--- src/core/sps_consts.svh ---
// Purpose: Named offsets, bit positions, reset values and rate divisors.
// Assumes: Included by the package and by the serial port core.
// Notes:   Definitions only.
`ifndef SPS_CONSTS_SVH
`define SPS_CONSTS_SVH

`define SPS_ADDR_W          16
`define SPS_OFF_CONTROL     16'h2540
`define SPS_OFF_STATUS      16'h2541
`define SPS_OFF_DATA        16'h2542
`define SPS_OFF_RATE_COUNT  16'h2543

`define SPS_CTL_IRQ_GATE    7
`define SPS_CTL_PORT_ON     6
`define SPS_CTL_LEADER      4
`define SPS_CTL_CPOL        3
`define SPS_CTL_CPHA        2
`define SPS_STA_DONE        7
`define SPS_STA_CLASH       6
`define SPS_STA_TXFULL      3
`define SPS_STA_TXEMPTY     2
`define SPS_STA_RXFULL      1
`define SPS_STA_RXEMPTY     0

`define SPS_RST_LEADER      1'b1
`define SPS_RST_RATE_LOW    2'h0
`define SPS_RST_RATE_HIGH   2'h2
`define SPS_RST_COUNT       2'h0
`define SPS_ZERO_BYTE       8'h00

`define SPS_LAST_EDGE       4'hf
`define SPS_HALF_8          12'h004
`define SPS_HALF_16         12'h008
`define SPS_HALF_32         12'h010
`define SPS_HALF_64         12'h020
`define SPS_HALF_128        12'h040
`define SPS_HALF_256        12'h080
`define SPS_HALF_512        12'h100
`define SPS_HALF_1024       12'h200
`define SPS_HALF_2048       12'h400
`define SPS_HALF_4096       12'h800

`endif

--- src/core/sps_pkg.sv ---
// Purpose: Types shared by the serial port core and its bench.
// Assumes: sps_consts.svh supplies the widths.
// Notes:   Holds types only.
`include "sps_consts.svh"

package sps_pkg;

    typedef struct packed {
        logic [`SPS_ADDR_W-1:0] addr;
        logic [7:0]             wdata;
        logic                   wr;
        logic                   rd;
    } sps_bus_req_t;

    typedef enum logic [1:0] {
        SPS_IDLE   = 2'b00,
        SPS_LEAD   = 2'b01,
        SPS_FOLLOW = 2'b10,
        SPS_SKIP   = 2'b11
    } sps_state_t;

endpackage : sps_pkg

--- src/core/sps_core.sv ---
// Purpose: Byte-wide serial peripheral port, leader or follower, with queues.
// Assumes: One 50 MHz clock; pins are synchronised here.
// Notes:   Follower timing relies on SCK well below a quarter of clk_i.
//
// Strobed register access was decided locally.
`timescale 1ns/100ps
`include "sps_consts.svh"

// Function
// - Shift out and in simultaneously.
// - Leader: data write starts a transfer.
// - Leader: data read returns received byte.
// - Follower: empty queue means no exchange.
// - Follower: received byte readable from data.
// - Control bit 7 gates interrupt.
// - Control bit 6 enables port; bit 5 zero.
// - Control bit 4 selects leader, resets 1.
// - Control bit 3 sets SCK idle level.
// - Equal polarity/phase: change falling, sample rising.
// - Differing: change rising, sample falling.
// - Leader SCK divided by 4-bit rate code.
// - Rate code halves reset to 2, 0.
// - Status bit 7 set per byte, sticky.
// - Status bit 6 flags write when full.
// - Status bits 3, 2 show tx full/empty.
// - Status bit 1 shows rx full.
// - Status bit 0 shows rx empty.
// - Count field stored; flag per byte.
module sps_core
    import sps_pkg::*;
#(
    parameter int FIFO_DEPTH = 4
)(
    input  wire logic         clk_i,
    input  wire logic         rstn_i,
    input  wire logic         ce_i,
    input  wire sps_bus_req_t bus_req_i,
    output logic [7:0]        rd_data_o,
    input  wire logic         sck_i,
    output logic              sck_o,
    output logic              sck_oe_o,
    input  wire logic         mosi_i,
    output logic              mosi_o,
    output logic              mosi_oe_o,
    input  wire logic         miso_i,
    output logic              miso_o,
    output logic              miso_oe_o,
    input  wire logic         sel_n_i,
    output logic              irq_o
);

    localparam int PW = $clog2(FIFO_DEPTH);

    generate
        if (FIFO_DEPTH < 2 || (1 << PW) != FIFO_DEPTH)
        begin : g_bad_depth
            $error("FIFO_DEPTH must be a power of two, at least 2.");
        end
    endgenerate

    function automatic logic [11:0] half_period(input logic [3:0] code);
        logic [11:0] h;
        h = `SPS_HALF_8;
        unique case (code)
            4'h3: h = `SPS_HALF_32;
            4'h4: h = `SPS_HALF_64;
            4'h5: h = `SPS_HALF_16;
            4'h6: h = `SPS_HALF_128;
            4'h7: h = `SPS_HALF_256;
            4'h8: h = `SPS_HALF_512;
            4'h9: h = `SPS_HALF_1024;
            4'ha: h = `SPS_HALF_2048;
            4'hb: h = `SPS_HALF_4096;
            default: h = `SPS_HALF_8;
        endcase
        return h;
    endfunction : half_period

    logic             rst_m1_n;
    logic             rst_n;
    logic [2:0]       pin_m1;
    logic [2:0]       pin_s;
    logic             sck_d;
    logic             irq_gate;
    logic             port_on;
    logic             leader_select;
    logic             cpol;
    logic             cpha;
    logic [1:0]       rate_code_low;
    logic [1:0]       rate_code_high;
    logic [1:0]       bytes_per_irq;
    logic             transfer_done_flag;
    logic             write_clash_flag;
    logic [7:0]       tx_mem [FIFO_DEPTH];
    logic [7:0]       rx_mem [FIFO_DEPTH];
    logic [PW-1:0]    tx_wp;
    logic [PW-1:0]    tx_rp;
    logic [PW:0]      tx_cnt;
    logic [PW-1:0]    rx_wp;
    logic [PW-1:0]    rx_rp;
    logic [PW:0]      rx_cnt;
    sps_state_t       state;
    logic [11:0]      hcnt;
    logic [3:0]       ecnt;
    logic [2:0]       bcnt;
    logic             sck_reg;
    logic [7:0]       sh;
    logic             dout;
    logic             din_bit;

    logic             wr_ctl;
    logic             wr_sta;
    logic             wr_dat;
    logic             wr_rc;
    logic             rd_dat;
    logic             tx_full;
    logic             tx_empty;
    logic             rx_full;
    logic             rx_empty;
    logic             tx_push;
    logic             tx_pop;
    logic             rx_pop;
    logic             byte_done;
    logic             lead_ev;
    logic             trail_ev;
    logic             din;
    logic             selected;
    logic             sck_edge;
    logic [11:0]      half;
    logic [7:0]       next_sh;

    // Reset release through two flops.
    always_ff @(posedge clk_i or negedge rstn_i)
    begin
        if (!rstn_i)
        begin
            rst_m1_n <= 1'b0;
            rst_n    <= 1'b0;
        end
        else
        begin
            rst_m1_n <= 1'b1;
            rst_n    <= rst_m1_n;
        end
    end

    // Pin synchronisers: sck, mosi, miso; select idles high.
    always_ff @(posedge clk_i or negedge rst_n)
    begin
        if (!rst_n)
        begin
            pin_m1 <= 3'h0;
            pin_s  <= 3'h0;
            sck_d  <= 1'b0;
        end
        else if (ce_i)
        begin
            pin_m1 <= {sck_i, mosi_i, miso_i};
            pin_s  <= pin_m1;
            sck_d  <= pin_s[2];
        end
    end

    logic sel_m1_n;
    logic sel_s_n;
    always_ff @(posedge clk_i or negedge rst_n)
    begin
        if (!rst_n)
        begin
            sel_m1_n <= 1'b1;
            sel_s_n  <= 1'b1;
        end
        else if (ce_i)
        begin
            sel_m1_n <= sel_n_i;
            sel_s_n  <= sel_m1_n;
        end
    end

    assign wr_ctl = bus_req_i.wr && bus_req_i.addr == `SPS_OFF_CONTROL;
    assign wr_sta = bus_req_i.wr && bus_req_i.addr == `SPS_OFF_STATUS;
    assign wr_dat = bus_req_i.wr && bus_req_i.addr == `SPS_OFF_DATA;
    assign wr_rc  = bus_req_i.wr && bus_req_i.addr == `SPS_OFF_RATE_COUNT;
    assign rd_dat = bus_req_i.rd && bus_req_i.addr == `SPS_OFF_DATA;

    assign tx_full  = tx_cnt == (PW+1)'(FIFO_DEPTH);
    assign tx_empty = tx_cnt == '0;
    assign rx_full  = rx_cnt == (PW+1)'(FIFO_DEPTH);
    assign rx_empty = rx_cnt == '0;
    assign tx_push  = wr_dat && !tx_full;
    assign rx_pop   = rd_dat && !rx_empty;
    assign selected = !sel_s_n;
    assign din      = leader_select ? pin_s[0] : pin_s[1];
    assign half     = half_period({rate_code_high, rate_code_low});

    // Control register.
    always_ff @(posedge clk_i or negedge rst_n)
    begin
        if (!rst_n)
        begin
            irq_gate      <= 1'b0;
            port_on       <= 1'b0;
            leader_select <= `SPS_RST_LEADER;
            cpol          <= 1'b0;
            cpha          <= 1'b0;
            rate_code_low <= `SPS_RST_RATE_LOW;
        end
        else if (ce_i && wr_ctl)
        begin
            irq_gate      <= bus_req_i.wdata[`SPS_CTL_IRQ_GATE];
            port_on       <= bus_req_i.wdata[`SPS_CTL_PORT_ON];
            leader_select <= bus_req_i.wdata[`SPS_CTL_LEADER];
            cpol          <= bus_req_i.wdata[`SPS_CTL_CPOL];
            cpha          <= bus_req_i.wdata[`SPS_CTL_CPHA];
            rate_code_low <= bus_req_i.wdata[1:0];
        end
    end

    always_ff @(posedge clk_i or negedge rst_n)
    begin
        if (!rst_n)
        begin
            rate_code_high <= `SPS_RST_RATE_HIGH;
            bytes_per_irq  <= `SPS_RST_COUNT;
        end
        else if (ce_i && wr_rc)
        begin
            rate_code_high <= bus_req_i.wdata[1:0];
            bytes_per_irq  <= bus_req_i.wdata[7:6];
        end
    end

    // Sticky flags; a hardware set beats a software clear.
    always_ff @(posedge clk_i or negedge rst_n)
    begin
        if (!rst_n)
        begin
            transfer_done_flag <= 1'b0;
            write_clash_flag   <= 1'b0;
        end
        else if (ce_i)
        begin
            if (byte_done)
                transfer_done_flag <= 1'b1;
            else if (wr_sta)
                transfer_done_flag <= bus_req_i.wdata[`SPS_STA_DONE];
            if (wr_dat && tx_full)
                write_clash_flag <= 1'b1;
            else if (wr_sta)
                write_clash_flag <= bus_req_i.wdata[`SPS_STA_CLASH];
        end
    end

    always_ff @(posedge clk_i or negedge rst_n)
    begin
        if (!rst_n)
            irq_o <= 1'b0;
        else if (ce_i)
            irq_o <= irq_gate && transfer_done_flag;
    end

    // Transmit queue; a write while full is dropped.
    always_ff @(posedge clk_i)
    begin
        if (ce_i && tx_push)
            tx_mem[tx_wp] <= bus_req_i.wdata;
    end

    always_ff @(posedge clk_i or negedge rst_n)
    begin
        if (!rst_n)
        begin
            tx_wp  <= '0;
            tx_rp  <= '0;
            tx_cnt <= '0;
        end
        else if (ce_i)
        begin
            if (tx_push)
                tx_wp <= tx_wp + 1'b1;
            if (tx_pop)
                tx_rp <= tx_rp + 1'b1;
            tx_cnt <= tx_cnt + (PW+1)'(tx_push) - (PW+1)'(tx_pop);
        end
    end

    // Receive queue; a byte arriving while full is lost.
    always_ff @(posedge clk_i)
    begin
        if (ce_i && byte_done && !rx_full)
            rx_mem[rx_wp] <= next_sh;
    end

    always_ff @(posedge clk_i or negedge rst_n)
    begin
        if (!rst_n)
        begin
            rx_wp  <= '0;
            rx_rp  <= '0;
            rx_cnt <= '0;
        end
        else if (ce_i)
        begin
            if (byte_done && !rx_full)
                rx_wp <= rx_wp + 1'b1;
            if (rx_pop)
                rx_rp <= rx_rp + 1'b1;
            rx_cnt <= rx_cnt + (PW+1)'(byte_done && !rx_full)
                      - (PW+1)'(rx_pop);
        end
    end

    // Read data stand one cycle after the strobe only.
    always_ff @(posedge clk_i or negedge rst_n)
    begin
        if (!rst_n)
            rd_data_o <= `SPS_ZERO_BYTE;
        else if (ce_i)
        begin
            rd_data_o <= `SPS_ZERO_BYTE;
            if (bus_req_i.rd)
            begin
                unique case (bus_req_i.addr)
                    `SPS_OFF_CONTROL:
                        rd_data_o <= {irq_gate, port_on, 1'b0,
                                      leader_select, cpol, cpha,
                                      rate_code_low};
                    `SPS_OFF_STATUS:
                        rd_data_o <= {transfer_done_flag, write_clash_flag,
                                      2'b00, tx_full, tx_empty,
                                      rx_full, rx_empty};
                    `SPS_OFF_DATA:
                        rd_data_o <= rx_empty ? `SPS_ZERO_BYTE
                                              : rx_mem[rx_rp];
                    `SPS_OFF_RATE_COUNT:
                        rd_data_o <= {bytes_per_irq, 4'h0,
                                      rate_code_high};
                    default:
                        rd_data_o <= `SPS_ZERO_BYTE;
                endcase
            end
        end
    end

    // Leading edge samples when phase is 0.
    // Trailing edge samples when phase is 1.
    assign sck_edge = pin_s[2] != sck_d;
    always_comb
    begin
        lead_ev  = 1'b0;
        trail_ev = 1'b0;
        if (state == SPS_LEAD && hcnt == half - 12'h001)
        begin
            lead_ev  = !ecnt[0];
            trail_ev = ecnt[0];
        end
        else if (state == SPS_FOLLOW && sck_edge)
        begin
            lead_ev  = pin_s[2] != cpol;
            trail_ev = pin_s[2] == cpol;
        end
    end

    // One shift gathers the incoming bit.
    assign next_sh   = cpha ? {sh[6:0], din} : {sh[6:0], din_bit};
    assign byte_done = trail_ev && bcnt == 3'h7;
    assign tx_pop    = state == SPS_IDLE && port_on && !tx_empty
                       && (leader_select || selected);

    always_ff @(posedge clk_i or negedge rst_n)
    begin
        if (!rst_n)
            state <= SPS_IDLE;
        else if (ce_i)
        begin
            if (!port_on)
                state <= SPS_IDLE;
            else
            begin
                unique case (state)
                    SPS_IDLE:
                        if (tx_pop)
                            state <= leader_select ? SPS_LEAD : SPS_FOLLOW;
                        else if (!leader_select && selected && sck_edge)
                            state <= SPS_SKIP;
                    SPS_LEAD:
                        if (byte_done)
                            state <= SPS_IDLE;
                    SPS_FOLLOW:
                        if (byte_done || !selected)
                            state <= SPS_IDLE;
                    SPS_SKIP:
                        if (!selected)
                            state <= SPS_IDLE;
                endcase
            end
        end
    end

    always_ff @(posedge clk_i or negedge rst_n)
    begin
        if (!rst_n)
        begin
            hcnt    <= '0;
            ecnt    <= '0;
            sck_reg <= 1'b0;
        end
        else if (ce_i)
        begin
            if (state != SPS_LEAD)
            begin
                hcnt    <= '0;
                ecnt    <= '0;
                sck_reg <= cpol;
            end
            else if (hcnt == half - 12'h001)
            begin
                hcnt    <= '0;
                ecnt    <= ecnt + 4'h1;
                sck_reg <= !sck_reg;
            end
            else
                hcnt <= hcnt + 12'h001;
        end
    end

    always_ff @(posedge clk_i or negedge rst_n)
    begin
        if (!rst_n)
        begin
            sh      <= `SPS_ZERO_BYTE;
            dout    <= 1'b0;
            din_bit <= 1'b0;
            bcnt    <= '0;
        end
        else if (ce_i)
        begin
            if (tx_pop)
            begin
                sh   <= tx_mem[tx_rp];
                dout <= tx_mem[tx_rp][7];
                bcnt <= '0;
            end
            else if (lead_ev)
            begin
                if (cpha)
                    dout <= sh[7];
                else
                    din_bit <= din;
            end
            else if (trail_ev)
            begin
                sh   <= next_sh;
                bcnt <= bcnt + 3'h1;
                if (!cpha)
                    dout <= sh[6];
            end
        end
    end

    // Pin drive: leader drives SCK and MOSI; a selected follower in an exchange drives MISO.
    assign sck_o     = leader_select ? sck_reg : cpol;
    assign sck_oe_o  = port_on && leader_select;
    assign mosi_o    = dout;
    assign mosi_oe_o = port_on && leader_select;
    assign miso_o    = dout;
    assign miso_oe_o = port_on && !leader_select && selected
                       && state == SPS_FOLLOW;

endmodule : sps_core

--- config.mk ---
export PLATFORM = sky130hd
export DESIGN_NAME = sps_core
export DESIGN_NICKNAME = d
export VERILOG_FILES = /design/src/core/sps_pkg.sv /design/src/core/sps_core.sv
export VERILOG_INCLUDE_DIRS = /design/src /design/src/core
export SDC_FILE = /design/constraint.sdc
export NUM_CORES = 1
export LEC_CHECK = 0
export BUFFER_PORTS_ARGS = -buffer_cell sky130_fd_sc_hd__buf_2
export CORE_ASPECT_RATIO = 0.8
export CORE_UTILIZATION = 50
export DETAILED_ROUTE_END_ITERATION = 16
export PLACE_DENSITY_LB_ADDON = 0.05
export SLEW_MARGIN = 20
export SYNTH_ARGS = -nofsm -noshare
export SYNTH_HDL_FRONTEND = slang
export SYNTH_SLANG_ARGS = --single-unit
export TNS_END_PERCENT = 1
--- constraint.sdc ---
create_clock -name clk_i -period 4.1 [get_ports clk_i]
set_input_delay 0.205 -clock clk_i [delete_from_list [all_inputs] [get_ports clk_i]]
set_output_delay 0.205 -clock clk_i [all_outputs]
set_load 0.05 [all_outputs]
After elaboration in Yosys (flattened, before gate mapping)
Memory sizes are Yosys's and may differ from the RTL's.
Cells that the tools add are included.
- bits in registers: 79
- bits in writable memories: 64
- memory bits (read-only): 160
- bits of input ports: 33
- logic and storage cells: 171
- memories kept: 3
- add/subtract/negate cells: 12
- equality and inequality tests: 22
- mux-type cells: 43
- bitwise operators: 2
- reduce and logical (&&, ||, !) cells: 56
- memories (memory ; words ; width ; rd ports ; clocked after memory_dff ; wr ports ; RTL line ; RTL):
    (no name shown) ; 16 ; 10 ; 1 ; 0 ; 0 ; sps_core.sv:64 ; unique case (code)
    rx_mem ; 4 ; 8 ; 1 ; 0 ; 1 ; sps_core.sv:95 ; logic [7:0] rx_mem [FIFO_DEPTH];
    tx_mem ; 4 ; 8 ; 1 ; 0 ; 1 ; sps_core.sv:94 ; logic [7:0] tx_mem [FIFO_DEPTH];
- operators by type and width (kind ; number):
    == test 16 x 14 -> 1 bit (second input constant) ; 4
    two-way mux 8 bit ; 5
    case mux 8 bit (4 select lines) ; 1
    logical AND 1 bit ; 27
    two-way mux 12 bit ; 2
    two-way mux 1 bit ; 22
    two-way mux 2 bit ; 7
    AND reduction 2 bit ; 7
    adder 12 x 1 -> 12 bit (second input constant) ; 1
    == test 12 bit ; 1
    subtractor 12 x 1 -> 12 bit (second input constant) ; 1
    == test 3 bit (second input constant) ; 3
    two-way mux 3 bit ; 3
    inequality test 3 bit (second input constant) ; 3
    adder 2 x 1 -> 2 bit (second input constant) ; 4
    zero test 1 bit ; 8
    two-way mux 4 bit ; 2
    case mux 2 bit (4 select lines) ; 1
    AND reduction 4 bit ; 2
    nonzero test 2 bit ; 4
    adder 3 x 1 -> 3 bit ; 2
    zero test 3 bit ; 2
    subtractor 3 x 1 -> 3 bit ; 2
    AND reduction 5 bit ; 1
    16 further kinds ; 20

Depth between registers and ports, before layout
An unclocked memory read counts as a cell.
- word-level depth: 10
- gate-level depth with buffers: 21

Worst setup path after synthesis
OpenSTA, ideal clock, no wires.
- kind: reg-to-reg
- start point: register rate_code_high[0]
- end point: register rx_cnt[2]
- arrival: 4.427 ns
- required time: 3.977 ns
- path slack: -0.450 ns
- cell stages (with the launch flop): 22
- path buffers: 4
- clock period less this slack: 4.550 ns
- path through: dfrtp_1 -> buf_6 -> buf_2 -> a21oi_1 -> mux2i_1 -> ha_1 -> clkbuf_1 -> and2_1 -> or2_1 -> a211o_1 -> a221o_1 -> o31a_4 -> buf_2 -> or2_2 -> ha_1 -> inv_1 -> ha_1 -> inv_1 -> fa_1 -> xor2_1 -> nand2_1 -> xnor2_1
- longest elaborated chain between the ends: 9
- RTL lines (element ; RTL line ; RTL):
    start: declaration ; sps_core.sv:90 ; logic [1:0] rate_code_high;
    start signal: assignment ; sps_core.sv:223 ; rate_code_high <= `SPS_RST_RATE_HIGH;
    start signal: assignment ; sps_core.sv:228 ; rate_code_high <= bus_req_i.wdata[1:0];
    memory (16 x 10 bit) ; -- ;
    subtractor 12 x 1 -> 12 bit ; sps_core.sv:352 ; if (state == SPS_LEAD && hcnt == half - 12'h001)
    == test 12 bit ; sps_core.sv:352 ;
    logical AND 1 bit ; sps_core.sv:352 ;
    two-way mux 1 bit ; sps_core.sv:352 ;
    logical AND 1 bit ; sps_core.sv:366 ; assign byte_done = trail_ev && bcnt == 3'h7;
    logical AND 1 bit ; sps_core.sv:308 ; rx_cnt <= rx_cnt + (PW+1)'(byte_done && !rx_full)
    adder 3 x 1 -> 3 bit ; sps_core.sv:308 ;
    subtractor 3 x 1 -> 3 bit ; sps_core.sv:309 ; - (PW+1)'(rx_pop);
    end signal: assignment ; sps_core.sv:308 ;
    end: declaration ; sps_core.sv:101 ; logic [PW:0] rx_cnt;
No other way between the ends.
A chain may end at the register's enable or synchronous reset.

Worst setup path in the final report
- start point: register rate_code_high[1]
- end point: register rx_cnt[2]
Same word-level chain as after synthesis.

==> impl_metrics.env <==
export IMPL_start_util_pct=52.1
export IMPL_cp_slowest_stage_delay_ns=0.58
export IMPL_worstPathMaxFanout=8
export IMPL_antenna_found_initial=0
export IMPL_synth_avg_cell_area_um2=12.9
export IMPL_irDropWorstVdd_mv=0.288
export IMPL_clk_latency_ns=0.42
export IMPL_power_density_mw_per_mm2=405
export IMPL_gr_total_overflow=0
export IMPL_antenna_left=0
export IMPL_slew_headroom_pct=35.3
export IMPL_cts_sinks=140
export IMPL_synth_cell_types=76
export IMPL_routed_wl_um=14500
export IMPL_die_area_mm2=0.0141
export IMPL_clock_skew_ns=0.0114
export IMPL_cp_cell_sequence="mux2i_2 > ha_4 > nor4b_1 > or2_1 > a211o_1 > a221o_1 > o31a_4 > or2_4 > ha_4 > inv_1 > ha_1 > inv_1 > fa_2 > xor2_1 > nand2_1 > xnor2_1"
export IMPL_synth_top_area_share_pct=28.3
export IMPL_worst_path_max_delay_cell="dfstp_2"
export IMPL_wl_met1_um=7140
export IMPL_drt_pass1_iterations=4
export IMPL_setup_viol=0
export IMPL_hold_class="input port to register"
export IMPL_fin_ws_ns=0.102
export IMPL_finalHoldViolCount=0
export IMPL_gp_congestion=0.809
export IMPL_slew_violations=0
export IMPL_syn_inst=526
export IMPL_synth_top_area_cell="edfxtp_1"
export IMPL_io_pins=48
export IMPL_nets=626
export IMPL_vias_per_cell=5.75
export IMPL_start_kind="register"
export IMPL_first_iter_violations=333
export IMPL_rows=37
export IMPL_cts_root_buf="clkbuf_16"
export IMPL_drc=0
export IMPL_worst_pin_slew_ns=0.971
export IMPL_grt_pass1_vias=4454
export IMPL_place_hpwl_um=10000
export IMPL_vias=4388
export IMPL_synth_ff_type="dfrtp_1"
export IMPL_wl_per_cell_um=19.0
export IMPL_cap_violations=0
export IMPL_syn_num_nets=577
export IMPL_synth_most_common_cell="dfrtp_1"
export IMPL_setup_tns_ns=0
export IMPL_fin_crit_ns=4.00
export IMPL_synth_area_mm2=0.00680
export IMPL_synth_seq_cells=140
export IMPL_path_clk_slew_ns=0.06
export IMPL_cp_end_kind="register"
export IMPL_syn_to_final_growth_pct=15.2
export IMPL_cts_buffer_depth=2
export IMPL_met3WireLength_um=935
export IMPL_drive_gt1_share_pct=27.2
export IMPL_p_leak_nw=3.14
export IMPL_core_area_mm2=0.0131
export IMPL_cp_arrival_ns=4.30
export IMPL_max_freq_mhz=250
export IMPL_grt_pass1_wl_um=23700
export IMPL_synth_seq_area_share_pct=56.3
export IMPL_r2r_setup_slack_ns=0.10
export IMPL_yosysWarnings=0
export IMPL_outcome="finished, final reports clean"
export IMPL_hold_ws_ns=0.0215
export IMPL_crit_required_ns=4.40
export IMPL_synth_common_cells="dfrtp_1 (72), edfxtp_1 (64), nand2_1 (30)"
export IMPL_place_ws_ns=0.0362
export IMPL_top_regs="rx_mem x32, tx_mem x32, hcnt x12"
export IMPL_cts_buffers=17
export IMPL_crit_type="register to register"
export IMPL_met2_length_um=6230
export IMPL_grt_max_degree=75
export IMPL_n_antenna_cell=0
export IMPL_h_tree_depth=4
export IMPL_synth_area_leaders="edfxtp_1 (28%), dfrtp_1 (26%), mux4_2 (5.3%)"
export IMPL_min_period_over_period_pct=97.5
export IMPL_numPortBuffers=47
export IMPL_grt_usage_pct=22.6
export IMPL_cts_tree="built"
export IMPL_synth_edf_count=64
export IMPL_die_y_um=106
export IMPL_top_layer="met4"
export IMPL_synthArstFlopShare_pct=54.3
export IMPL_fp_dieW_um=132
[per-layer routing]
layer,vias up,GRT usage [%]
met5,-,0
met4,0,7.80
met3,16,6.06
met2,138,32.7
met1,2173,32.8
li1,2061,-
[critical path, delay by kind of cell (launching register included)]
family | cells | cell delay (ns)
buffers and inverters | 2 | 0.10
AOI/OAI and AO/OA | 3 | 1.01
xor gates and xnor gates | 2 | 0.31
DFF | 1 | 0.58
adders and majority gates | 4 | 0.90
and+or+nand+nor | 4 | 0.67
muxes | 1 | 0.30
[layout make-up]
class / count / area [um^2]
clock inverters: 8 / 97.6
inverters: 22 / 82.6
fillers: 1066 / 5230
clock buffers: 24 / 452
repair buffers: 62 / 353
multi-input cells: 332 / 2790
flip-flops and latches: 140 / 3830
well taps: 175 / 219
[path summary, 6_finish.rpt]
check / start / endpoint / cells past startpoint
min in group asynchronous: rstn_i / rst_n / 2
worst min-delay path: bus_req_i[6] / tx_mem[2][4] / 1
worst max register to register: rate_code_high[1] / rx_cnt[2] / 16
worst min register to register: rst_m1_n / rst_n / 0
max in group asynchronous: rst_n / irq_o / 0
worst max-delay path: rate_code_high[1] / rx_cnt[2] / 16
[where the power goes]
part,internal (mW),switching [mW]
sequential,1.51,0.0557
combinational,0.0775,0.0796
clock,0.891,0.555
total,2.48,0.690
[what timing repair did]
| item | CTS | global route |
|---|---|---|
| endpoints found under the hold margin | 6 | 0 |
| buffers inserted | 0 | 1 |
| resized for setup | 0 | 3 |
| hold buffers | 2 | 0 |
| endpoints found under the setup margin | 0 | 1 |
[cell families after synthesis]
kind of cell	share of synthesized area (%)
and+or+nand+nor	11.9
AOI/OAI and AO/OA	11.3
buffers and inverters	3.37
xor gates and xnor gates	2.71
muxes	10.8
other	0.0552
DFF	56.3
adders and majority gates	3.53
[layout by cell type (no fill, tap or decap), drive strengths merged, types with 9 or more instances in the layout]
master	instances
o21ai	20
nor2b	9
clkbuf	24
edfxtp	64
nand2	30
ha	16
o22ai	10
xnor2	14
and2	15
a21oi	13
nor2	26
nand3	14
mux4	16
inv	21
mux2	29
dfrtp	72
buf	60
[through the flow]
| stage | utilization, % | std cells | power [mW] | area [um^2] |
|---|---|---|---|---|
| finish | 60.0 | 763 | 3.17 | 7830 |
| global route | 60.0 | 763 | 3.28 | 7830 |
| global placement | 55.4 | 728 | 1.74 | 7230 |
| detailed placement | 55.4 | 728 | 1.75 | 7230 |
| floorplan | - | 526 | 1.69 | 6860 |
| CTS | 59.8 | 762 | 3.20 | 7800 |
Power figures use the tool's default switching activity.
